--- src/supply_switch_map.svh ---
// register offsets, field positions, reset values and timing for the switch
`ifndef SUPPLY_SWITCH_MAP_SVH
`define SUPPLY_SWITCH_MAP_SVH
`define SW_CONTROL_OFS 16'h1c00
`define SW_SUPPLY_STATUS_OFS 16'h1c01
`define SW_EVENT_STATUS_OFS 16'h1c02
`define SW_EVENT_ENABLE_OFS 16'h1c03
`define SW_FET_STATE_OFS 16'h1c04
`define CTL_FORCE_BUS_BIT 0
`define CTL_SWITCH_EN_N_BIT 1
`define CTL_RESET 8'h00
`define EVT_RESET 6'h00
`define EN_RESET 6'h00
`define EVT_TO_BUS_BIT 5
`define EVT_TO_MAIN_BIT 4
`define EVT_MAIN_LOST_BIT 3
`define EVT_MAIN_READY_BIT 2
`define EVT_BUS_LOST_BIT 1
`define EVT_BUS_READY_BIT 0
`define STEP_TIME_NS 50000
`define CLK_PERIOD_NS 100
`define STEP_CYCLES ((`STEP_TIME_NS + `CLK_PERIOD_NS - 1) / `CLK_PERIOD_NS)
`endif

--- src/supply_switch_pkg.sv ---
// types shared by the dual supply switch sequencer
package supply_switch_pkg;
  typedef enum logic [3:0] {
    ST_DIODE   = 4'h0,
    ST_MAIN_1  = 4'h1,
    ST_MAIN    = 4'h2,
    ST_BUS     = 4'h3,
    ST_UP_B    = 4'h4,
    ST_UP_D    = 4'h5,
    ST_UP_A    = 4'h6,
    ST_DN_BD   = 4'h7,
    ST_DN_B    = 4'h8,
    ST_DN_C    = 4'h9
  } seq_state_t;

  typedef struct packed {
    logic a;
    logic b;
    logic c;
    logic d;
  } fet_gates_t;

  typedef struct packed {
    logic [15:0] addr;
    logic [7:0] wdata;
    logic wr;
    logic rd;
  } reg_req_t;
endpackage

--- src/dual_supply_switch_sequencer.sv ---
// sequencer, status and register bank for the dual supply switch
// Operation
// - both supplies not good: A and C open, B and D closed
// - main only good: open D, short A 50us later
// - bus only good: run from bus path, never back-drive main rail
// - on bus, main good detected: open C at once
// - short B 50us after C opened
// - open D 50us after B shorted
// - short A 50us after D opened; main feeds regulator
// - on main, bus becoming good changes no FET
// - both present, bus lost: path kept, bus lost event raised
// - both present, main lost: open A first
// - 50us after A opened close bypass D: power-on configuration
// - 50us later open B: bus feeds through diode
// - 50us after B opened short C: bus feeds directly
// - both good and no override: select main supply
// - override bit 0 forces bus supply, only from main with bus present
// - interrupt stays asserted until all enabled status bits cleared
// - per-event enables; enabled events drive wake output
// - control bit 1 active-low switch enable, reset 0
// - status bit 5 reflects main supply power-on-reset
// - status bit 4 reflects bus supply power-on-reset
// - status bit 2 rails ready, reset value 1; code reads the rails_ready input directly, with no reset value
// - status bits 1,0 report main and bus gate-off
// - six sticky events, write 1 clears, write 0 ignored
// - enable bit 0 blocks its event from interrupt; reset 0
`include "supply_switch_map.svh"
`timescale 1ns/1ps
`default_nettype none
module dual_supply_switch_sequencer #(
  parameter int STEP_CNT = `STEP_CYCLES
) (
  input wire logic clk,
  input wire logic arst_n,
  input wire supply_switch_pkg::reg_req_t req,
  output logic [7:0] rdata,
  input wire logic main_supply_good,
  input wire logic bus_supply_good,
  input wire logic main_supply_por,
  input wire logic bus_supply_por,
  input wire logic rails_ready,
  input wire logic main_gate_off,
  input wire logic bus_gate_off,
  output supply_switch_pkg::fet_gates_t fet_closed,
  output logic switch_enable_n,
  output logic switch_irq,
  output logic switch_wake
);
  localparam int CW = $clog2(STEP_CNT + 1);

  // ************************************************************
  // sequencer
  // ************************************************************
  supply_switch_pkg::seq_state_t state_r, state_nxt;
  logic [CW-1:0] cnt_r, cnt_nxt;
  logic force_bus_r, force_bus_nxt;
  logic en_n_r, en_n_nxt;
  logic to_bus_ev, to_main_ev;
  logic expired;

  assign expired = (cnt_r == CW'(STEP_CNT - 1));

  always_comb begin
    state_nxt = state_r;
    cnt_nxt = cnt_r;
    to_bus_ev = 1'b0;
    to_main_ev = 1'b0;
    case (state_r)
      supply_switch_pkg::ST_DIODE: begin
        cnt_nxt = '0;
        if (main_supply_good && !bus_supply_good) begin
          state_nxt = supply_switch_pkg::ST_MAIN_1;
        end else if (bus_supply_good && !main_supply_good) begin
          state_nxt = supply_switch_pkg::ST_DN_B;
        end else if (bus_supply_good && main_supply_good) begin
          state_nxt = supply_switch_pkg::ST_MAIN_1;
        end
      end
      supply_switch_pkg::ST_MAIN_1: begin
        cnt_nxt = cnt_r + CW'(1);
        if (!main_supply_good) begin
          state_nxt = supply_switch_pkg::ST_DIODE;
        end else if (expired) begin
          state_nxt = supply_switch_pkg::ST_MAIN;
          cnt_nxt = '0;
        end
      end
      supply_switch_pkg::ST_MAIN: begin
        cnt_nxt = '0;
        // bus arriving leaves the gates alone; only main loss or override leaves main
        if (!main_supply_good) begin
          state_nxt = supply_switch_pkg::ST_DN_BD;
          to_bus_ev = bus_supply_good;
        end else if (force_bus_r && bus_supply_good) begin
          state_nxt = supply_switch_pkg::ST_DN_BD;
          to_bus_ev = 1'b1;
        end
      end
      supply_switch_pkg::ST_BUS: begin
        cnt_nxt = '0;
        if (!bus_supply_good) begin
          state_nxt = supply_switch_pkg::ST_DIODE;
        end else if (main_supply_good && !force_bus_r) begin
          state_nxt = supply_switch_pkg::ST_UP_B;
        end
      end
      supply_switch_pkg::ST_UP_B,
      supply_switch_pkg::ST_UP_D,
      supply_switch_pkg::ST_UP_A: begin
        cnt_nxt = cnt_r + CW'(1);
        if (!main_supply_good) begin
          state_nxt = supply_switch_pkg::ST_DIODE;
          cnt_nxt = '0;
        end else if (expired) begin
          cnt_nxt = '0;
          case (state_r)
            supply_switch_pkg::ST_UP_B:
              state_nxt = supply_switch_pkg::ST_UP_D;
            supply_switch_pkg::ST_UP_D:
              state_nxt = supply_switch_pkg::ST_UP_A;
            default: begin
              state_nxt = supply_switch_pkg::ST_MAIN;
              to_main_ev = 1'b1;
            end
          endcase
        end
      end
      supply_switch_pkg::ST_DN_BD,
      supply_switch_pkg::ST_DN_B,
      supply_switch_pkg::ST_DN_C: begin
        cnt_nxt = cnt_r + CW'(1);
        if (!bus_supply_good) begin
          state_nxt = supply_switch_pkg::ST_DIODE;
          cnt_nxt = '0;
        end else if (expired) begin
          cnt_nxt = '0;
          case (state_r)
            supply_switch_pkg::ST_DN_BD:
              state_nxt = supply_switch_pkg::ST_DN_B;
            supply_switch_pkg::ST_DN_B:
              state_nxt = supply_switch_pkg::ST_DN_C;
            default:
              state_nxt = supply_switch_pkg::ST_BUS;
          endcase
        end
      end
      default: begin
        state_nxt = supply_switch_pkg::ST_DIODE;
        cnt_nxt = '0;
      end
    endcase
  end

  always_ff @(posedge clk or negedge arst_n) begin
    if (!arst_n) begin
      state_r <= supply_switch_pkg::ST_DIODE;
      cnt_r <= '0;
    end else begin
      state_r <= state_nxt;
      cnt_r <= cnt_nxt;
    end
  end

  // gate pattern per state; a,b,c,d = 1 means closed
  always_comb begin
    case (state_r)
      supply_switch_pkg::ST_DIODE: fet_closed = 4'b0101;
      supply_switch_pkg::ST_MAIN_1: fet_closed = 4'b0100;
      supply_switch_pkg::ST_MAIN: fet_closed = 4'b1100;
      supply_switch_pkg::ST_BUS: fet_closed = 4'b0011;
      supply_switch_pkg::ST_UP_B: fet_closed = 4'b0001;
      supply_switch_pkg::ST_UP_D: fet_closed = 4'b0101;
      supply_switch_pkg::ST_UP_A: fet_closed = 4'b0100;
      supply_switch_pkg::ST_DN_BD: fet_closed = 4'b0100;
      supply_switch_pkg::ST_DN_B: fet_closed = 4'b0101;
      supply_switch_pkg::ST_DN_C: fet_closed = 4'b0001;
      default: fet_closed = 4'b0101;
    endcase
  end

  // ************************************************************
  // registers
  // ************************************************************
  logic [5:0] evt_r, evt_nxt, en_r, en_nxt, raw_ev;
  logic [7:0] rdata_nxt;
  logic main_por_r, bus_por_r;

  function automatic logic hit(input logic [15:0] a, input logic [15:0] o);
    hit = (a == o);
  endfunction

  // each POR edge is one event; bus loss is reported on every path
  always_comb begin
    raw_ev = '0;
    raw_ev[`EVT_TO_BUS_BIT] = to_bus_ev;
    raw_ev[`EVT_TO_MAIN_BIT] = to_main_ev;
    raw_ev[`EVT_MAIN_LOST_BIT] = main_por_r && !main_supply_por;
    raw_ev[`EVT_MAIN_READY_BIT] = !main_por_r && main_supply_por;
    raw_ev[`EVT_BUS_LOST_BIT] = bus_por_r && !bus_supply_por;
    raw_ev[`EVT_BUS_READY_BIT] = !bus_por_r && bus_supply_por;
  end

  always_comb begin
    force_bus_nxt = force_bus_r;
    en_n_nxt = en_n_r;
    en_nxt = en_r;
    evt_nxt = evt_r;
    if (req.wr && hit(req.addr, `SW_CONTROL_OFS)) begin
      force_bus_nxt = req.wdata[`CTL_FORCE_BUS_BIT];
      en_n_nxt = req.wdata[`CTL_SWITCH_EN_N_BIT];
    end
    if (req.wr && hit(req.addr, `SW_EVENT_ENABLE_OFS)) begin
      en_nxt = req.wdata[5:0];
    end
    if (req.wr && hit(req.addr, `SW_EVENT_STATUS_OFS)) begin
      evt_nxt = evt_r & ~req.wdata[5:0];
    end
    evt_nxt = evt_nxt | raw_ev; // set beats clear
  end

  always_comb begin
    rdata_nxt = 8'h00;
    if (req.rd) begin
      case (req.addr)
        `SW_CONTROL_OFS: rdata_nxt = {6'h00, en_n_r, force_bus_r};
        `SW_SUPPLY_STATUS_OFS: rdata_nxt = {2'h0, main_supply_por,
          bus_supply_por, 1'b0, rails_ready, main_gate_off,
          bus_gate_off};
        `SW_EVENT_STATUS_OFS: rdata_nxt = {2'h0, evt_r};
        `SW_EVENT_ENABLE_OFS: rdata_nxt = {2'h0, en_r};
        `SW_FET_STATE_OFS: rdata_nxt = {6'h00,
          fet_closed.c, fet_closed.a};
        default: rdata_nxt = 8'h00;
      endcase
    end
  end

  always_ff @(posedge clk or negedge arst_n) begin
    if (!arst_n) begin
      force_bus_r <= 1'(`CTL_RESET >> `CTL_FORCE_BUS_BIT);
      en_n_r <= 1'(`CTL_RESET >> `CTL_SWITCH_EN_N_BIT);
      en_r <= `EN_RESET;
      evt_r <= `EVT_RESET;
      rdata <= 8'h00;
      main_por_r <= 1'b0;
      bus_por_r <= 1'b0;
    end else begin
      force_bus_r <= force_bus_nxt;
      en_n_r <= en_n_nxt;
      en_r <= en_nxt;
      evt_r <= evt_nxt;
      rdata <= rdata_nxt;
      main_por_r <= main_supply_por;
      bus_por_r <= bus_supply_por;
    end
  end

  assign switch_enable_n = en_n_r;
  // level output, held until every enabled pending bit is cleared
  assign switch_irq = |(evt_r & en_r);
  assign switch_wake = |(evt_r & en_r);

  // ************************************************************
  // assertions
  // ************************************************************
  idle_gates_a: assert property (@(posedge clk) disable iff (!arst_n)
    (!main_supply_good && !bus_supply_good &&
     state_r == supply_switch_pkg::ST_DIODE) |-> fet_closed == 4'b0101)
    else $error("diode gate pattern wrong");
  main_first_a: assert property (@(posedge clk) disable iff (!arst_n)
    (state_r == supply_switch_pkg::ST_DIODE && main_supply_good &&
     !bus_supply_good) |=> !fet_closed.d && !fet_closed.a)
    else $error("d not opened first");
  step_hold_a: assert property (@(posedge clk) disable iff (!arst_n)
    ($changed(state_r) && state_r == supply_switch_pkg::ST_UP_D)
    |-> $past(cnt_r) == CW'(STEP_CNT - 1))
    else $error("step advanced early");
  c_open_a: assert property (@(posedge clk) disable iff (!arst_n)
    (state_r == supply_switch_pkg::ST_BUS && main_supply_good &&
     !force_bus_r) |=> !fet_closed.c)
    else $error("c not opened on main good");
  bus_keep_a: assert property (@(posedge clk) disable iff (!arst_n)
    (state_r == supply_switch_pkg::ST_MAIN && main_supply_good &&
     !force_bus_r) |=> fet_closed == 4'b1100)
    else $error("main path disturbed");
  a_open_a: assert property (@(posedge clk) disable iff (!arst_n)
    (state_r == supply_switch_pkg::ST_MAIN && !main_supply_good)
    |=> !fet_closed.a)
    else $error("a not opened on main loss");
  w1c_clear_a: assert property (@(posedge clk) disable iff (!arst_n)
    (req.wr && req.addr == `SW_EVENT_STATUS_OFS && req.wdata[0] &&
     !raw_ev[0]) |=> !evt_r[0])
    else $error("event not cleared");
  irq_mask_a: assert property (@(posedge clk) disable iff (!arst_n)
    (en_r == 6'h00) |-> !switch_irq)
    else $error("masked interrupt seen");
  read_ctl_a: assert property (@(posedge clk) disable iff (!arst_n)
    (req.rd && req.addr == `SW_CONTROL_OFS) |=>
    rdata == {6'h00, $past(en_n_r), $past(force_bus_r)})
    else $error("control read wrong");
  up_cov: cover property (@(posedge clk) disable iff (!arst_n)
    state_r == supply_switch_pkg::ST_UP_A ##1
    state_r == supply_switch_pkg::ST_MAIN);
  dn_cov: cover property (@(posedge clk) disable iff (!arst_n)
    state_r == supply_switch_pkg::ST_DN_C ##1
    state_r == supply_switch_pkg::ST_BUS);
  irq_cov: cover property (@(posedge clk) disable iff (!arst_n)
    $rose(switch_irq));
endmodule // dual_supply_switch_sequencer
`default_nettype wire

--- config.mk ---
export PLATFORM = sky130hd
export DESIGN_NAME = dual_supply_switch_sequencer
export DESIGN_NICKNAME = d
export VERILOG_FILES = /design/src/supply_switch_pkg.sv /design/src/dual_supply_switch_sequencer.sv
export VERILOG_INCLUDE_DIRS = /design/src /design/src/src
export SDC_FILE = /design/constraint.sdc
export NUM_CORES = 1
export LEC_CHECK = 0
export BUFFER_PORTS_ARGS = -buffer_cell sky130_fd_sc_hd__buf_4
export CAP_MARGIN = 20
export CELL_PAD_IN_SITES_DETAIL_PLACEMENT = 0
export CELL_PAD_IN_SITES_GLOBAL_PLACEMENT = 2
export CORE_UTILIZATION = 30
export DETAILED_ROUTE_END_ITERATION = 10
export PLACE_DENSITY = 0.75
export REMOVE_ABC_BUFFERS = 1
export SLEW_MARGIN = 40
export SYNTH_ARGS = -nofsm -noshare
export SYNTH_HDL_FRONTEND = slang
export SYNTH_SLANG_ARGS = --single-unit
--- constraint.sdc ---
create_clock -name clk -period 2 [get_ports clk]
set_clock_uncertainty 0.2 [all_clocks]
set_input_delay 0.6 -clock clk [delete_from_list [all_inputs] [get_ports clk]]
set_output_delay 0.6 -clock clk [all_outputs]
set_load 0.02 [all_outputs]
Word-level counts from Yosys, hierarchy flattened. Memories as Yosys holds them, arrays and structs flattened. Index checks and enable logic that the tools add are counted.

Memories kept: 1. Memory bits (read-only): 64. Output and inout port bits: 15. Logic and storage cells: 92. Register bits after elaboration: 37. Input port bits: 35.

Memory list: (name not given) (words 16, bits a word 4, read ports 1, clocked after Yosys merged registers in 0, write ports 0, RTL line dual_supply_switch_sequencer.sv:166) `case (state_r)`.

Bitwise operators: 4. Muxes and demuxes: 31. Reductions and logical operators: 25. Add/subtract/negate cells: 1. Equality and inequality tests: 21.

Operator list (number): == test 16 x 13 -> 1 bit, second input constant (5); two-way mux 4 bit (13); two-way mux 9 bit (4); case mux 6 bit (5 select lines) (1); case mux 9 bit (3 select lines) (1); case mux 4 bit (6 select lines) (1); == test 4 x 3 -> 1 bit, second input constant (4); inequality test 3 bit, second input constant (5); bitwise AND 6 bit (2); logical AND 1 bit (12); two-way mux 6 bit (2); adder 9 x 1 -> 9 bit, second input constant (1); == test 9 bit, second input constant (1); == test 4 x 2 -> 1 bit, second input constant (2); == test 4 bit, second input constant (2); case mux 4 bit (2 select lines) (1); zero test 1 bit (7); two-way mux 1 bit (7); NOT 6 bit (1); OR 6 bit (1); case mux 3 bit (2 select lines) (1); AND reduction 6 bit (1); OR reduction 3 bit (2); OR reduction 6 bit (1); other kinds (4) (4).

Longest topological paths before layout.
Depth in word-level cells: 7. Depth in mapped cells: 9. Mapped depth without buffers: 7.

Worst setup path before layout. No wires, ideal clock.

Path kind: register to register. Start point: register state_r[0]. End point: register state_r[0]. Data arrival time: 2111 ps. Buffers on the path: 0. Period minus slack after synthesis: 2436 ps. Library setup time: 125 ps. Cell stages (with the launch flop): 8. Slack: -436 ps. Cell sequence: dfrtp_1 > inv_1 > ha_1 > nor3b_1 > nand3_1 > o211a_1 > o21ai_2 > mux2_2.

Cells in the longest elaborated chain, start to end: 5.

Ends and longest elaborated chain: start, declared (RTL line dual_supply_switch_sequencer.sv:54) `supply_switch_pkg::seq_state_t state_r, state_nxt;`; start signal, assigned (RTL line dual_supply_switch_sequencer.sv:156) `state_r <= supply_switch_pkg::ST_DIODE;`; start signal, assigned (RTL line dual_supply_switch_sequencer.sv:159) `state_r <= state_nxt;`; == test 4 bit, or another cell as far along (RTL line dual_supply_switch_sequencer.sv:68, dual_supply_switch_sequencer.sv:137); case mux 4 bit (2 select lines) / case mux 3 bit (2 select lines) (equally long branches) (RTL line dual_supply_switch_sequencer.sv:137, dual_supply_switch_sequencer.sv:116); two-way mux 4 bit, on equally long branches (RTL line dual_supply_switch_sequencer.sv:135, dual_supply_switch_sequencer.sv:114); two-way mux 4 bit, on equally long branches (RTL line dual_supply_switch_sequencer.sv:132, dual_supply_switch_sequencer.sv:111); case mux 4 bit (6 select lines) (RTL line dual_supply_switch_sequencer.sv:68) `case (state_r)`.

Parallel ways exist; a longest one is shown, timed or not. The select of a mux whose other input is x is not followed. A chain may end at the register's enable or synchronous reset.

==> results.json <==
{
  "outcome": "finished, violations left",
  "violations": "DRC, setup timing",
  "hp-class": "primary input to asynchronous set/reset pin",
  "gr-usage-met1_pct": 17.9,
  "p_leak_nw": 1.40,
  "cp.arrival_ps": 1500,
  "grt-busiest-layer": "met2",
  "portBuffers": 45,
  "cts_htree_levels": 2,
  "insertion_delay_ps": 290,
  "synth.area.mux_share_pct": 10.3,
  "drc": 8,
  "postLayoutCoreUtil_pct": 47.5,
  "syn_avg_cell_area_um2": 10.2,
  "postRouteAntennaNets": 0,
  "drive_above_1_share_pct": 51.2,
  "fp.dieH_um": 84.6,
  "mostFrequentLayoutCells": "buf_4 (85), dfrtp_1 (34), nor2_1 (21), nand2_1 (15), mux2_2 (13)",
  "vias_per_cell": 4.91,
  "synth_adder_area_share_pct": 4.89,
  "grt_start_max_net_pins": 36,
  "final.setup.worst_slack_ps": -295,
  "path_cells": "inv_2, ha_4, buf_6, mux2i_1, nor2_1, a31oi_1, buf_4",
  "die_width_um": 84.6,
  "path_clk_slew_ps": 80,
  "synth_edf_count": 0,
  "yosys.area_share.simple_pct": 21.0,
  "hold_viol": 0,
  "n_antenna_cell": 0,
  "initial_core_util_pct": 31.7,
  "clock_path_buffers": 2,
  "dp.cells": 349,
  "worst_setup_path_end_kind": "primary output",
  "antenna_found_initial": 0,
  "postCtsHoldBufs": 0,
  "area_growth_pct": 50.0,
  "finalNonFillerCells": 370,
  "ios": 50,
  "gp_congestion": 0.810,
  "hpwl_um": 3780,
  "rsz0062_at_grt": "true",
  "grt_pass1_wl_um": 8440,
  "setup_viol": 8,
  "cp_max_fo": 3,
  "ir_drop_v": 0.000840,
  "grt_pass1_vias": 1825,
  "fp.coreArea_mm2": 0.00646,
  "fin_nets": 335,
  "vias": 1815,
  "die_area_mm2": 0.00715,
  "syn_area_mm2": 0.00205,
  "numCtsBuffers": 5,
  "final_common_cell": "buf_4",
  "period_needed_ps": 2300,
  "drtIter0Drc": 67,
  "drt-total-wl_um": 5180,
  "slew_violations": 0,
  "gr-total-overflow": 0,
  "root_buffer": "clkbuf_8",
  "yosys_warnings": 0,
  "ys_seq_elements": 35,
  "startpoint": "state_r[0]",
  "cap_violations": 0,
  "synthXorXnorAreaFrac_pct": 3.00,
  "regToRegStartpoint": "state_r[1]",
  "synth_top_family_by_area": "simple AND/OR/NAND/NOR gates",
  "cp_data_required_time_ps": 1200,
  "synth_compound_area_share_pct": 13.5,
  "fmax_ghz": 0.436,
  "ys_types": 45,
  "wl_per_cell_um": 14.0,
  "clock-sinks": 35,
  "crit_type": "flip-flop to primary output",
  "start_kind": "flip-flop",
  "cts_tree": "done",
  "ys.flop_type": "dfrtp_1",
  "ys_seq_area_share_pct": 42.8,
  "drtPass1Iterations": 7,
  "fin_setup_tns_ps": -1070,
  "synth_cells": 200,
  "power_density_mw_per_mm2": 1010,
  "track_usage_pct": 15.2,
  "cpPeakStageDelay_ps": 390,
  "use_met3_pct": 3.44,
  "slowest_stage": "dfrtp_1",
  "placementRows": 29,
  "fin_crit_sh_pct": 115,
  "postSynth.asyncResetShare_pct": 100,
  "use_met2_pct": 27.3,
  "r2r_slack_ps": -40,
  "total_power_mw": 3.11
}
==> critical path, delay by kind of cell (launching register included) <==
kind            cells  cell delay [ps]
flops               1              390
compound gates      1              130
mux                 1              120
buf+inv             3              340
fa+ha+maj           1              160
simple gates        1               60
==> stage by stage <==
stage / instance area, um^2 / hold slack [ps] / setup WS, ps
3_5_place_dp: 2700 / 232 / -309
2_1_floorplan: 2000 / 104 / -436
6_report: 3070 / 54.6 / -295
5_1_grt: 3070 / 93.4 / -352
3_3_place_gp: 2700 / 230 / -244
4_1_cts: 2960 / 69.4 / -322
==> cell type report <==
cell class / count / area (um^2)
fill: 631 / 3390
multi-input combinational: 147 / 1250
sequential: 35 / 877
timing repair buffer: 92 / 717
tap: 77 / 96.3
clock buffer: 6 / 72.6
inverter: 11 / 41.3
clock inverter: 2 / 12.5
==> final timing paths <==
path / depth (start not counted) / to
worst max-delay path: 7 / fet_closed[2]
worst min-delay path: 1 / rdata[0]
worst max register to register: 8 / rdata[0]
worst min register to register: 1 / evt_r[0]
max in group asynchronous: 1 / state_r[2]
min in group clk: 1 / bus_por_r
==> routing by layer <==
layer  up-vias  part of all wire (%)
met1       851                    43
met2        47                    51
met4         0                   1.3
met3         7                   5.0
met5         -                     0
li1        910                     -
==> cell families after synthesis <==
| family | Yosys count |
|---|---|
| AND/OR/NAND/NOR | 72 |
| AO/OA/AOI/OAI | 38 |
| flip-flops | 35 |
| buffers and inverters | 20 |
| multiplexers | 19 |
| adder cells (fa/ha/maj) | 8 |
| XOR/XNOR | 7 |
| other | 1 |
==> power breakdown <==
part / total [mW] / switching [mW] / internal (mW)
combinational: 1.73 / 0.781 / 0.952
clock: 0.510 / 0.267 / 0.243
sequential: 0.863 / 0.0830 / 0.780
==> cell usage after synthesis (2+ instances only) <==
library cell | instances | area share, %
a21oi_1 | 5 | 1.2
a222oi_1 | 2 | 0.98
a22o_1 | 2 | 0.86
a22oi_1 | 8 | 2.9
a32o_1 | 2 | 0.98
buf_2 | 2 | 0.49
buf_4 | 3 | 1.1
clkbuf_1 | 4 | 0.73
dfrtp_1 | 35 | 43
ha_1 | 8 | 4.9
inv_1 | 11 | 2.0
mux2_2 | 16 | 8.8
mux2i_1 | 3 | 1.5
nand2_1 | 17 | 3.1
nand2b_1 | 4 | 1.2
nand3_1 | 7 | 1.7
nand4_1 | 3 | 0.92
nor2_1 | 21 | 3.9
nor2b_1 | 2 | 0.61
nor3_1 | 3 | 0.73
nor3b_1 | 2 | 0.73
nor4_2 | 3 | 1.8
nor4_4 | 2 | 2.1
o21ai_0 | 7 | 1.7
o2bb2ai_1 | 3 | 1.3
xnor2_1 | 4 | 1.7
xor2_1 | 3 | 1.3
==> state kept, by name, indices dropped and copies added (netlist names) <==
| register | cells |
|---|---|
| en_r | 6 |
| rdata | 6 |
| main_por_r | 1 |
| cnt_r | 9 |
| force_bus_r | 1 |
| evt_r | 6 |
| state_r | 4 |
| switch_enable_n | 1 |
| bus_por_r | 1 |
==> repair_timing <==
| item | CTS | global route |
|---|---|---|
| setup buffers | 9 | 4 |
| gates cloned | 0 | 1 |
| resized for setup | 27 | 17 |
| endpoints found under the setup margin | 11 | 36 |
| pin swaps | 8 | 14 |
Note: power is estimated with default switching activity, not from simulation.
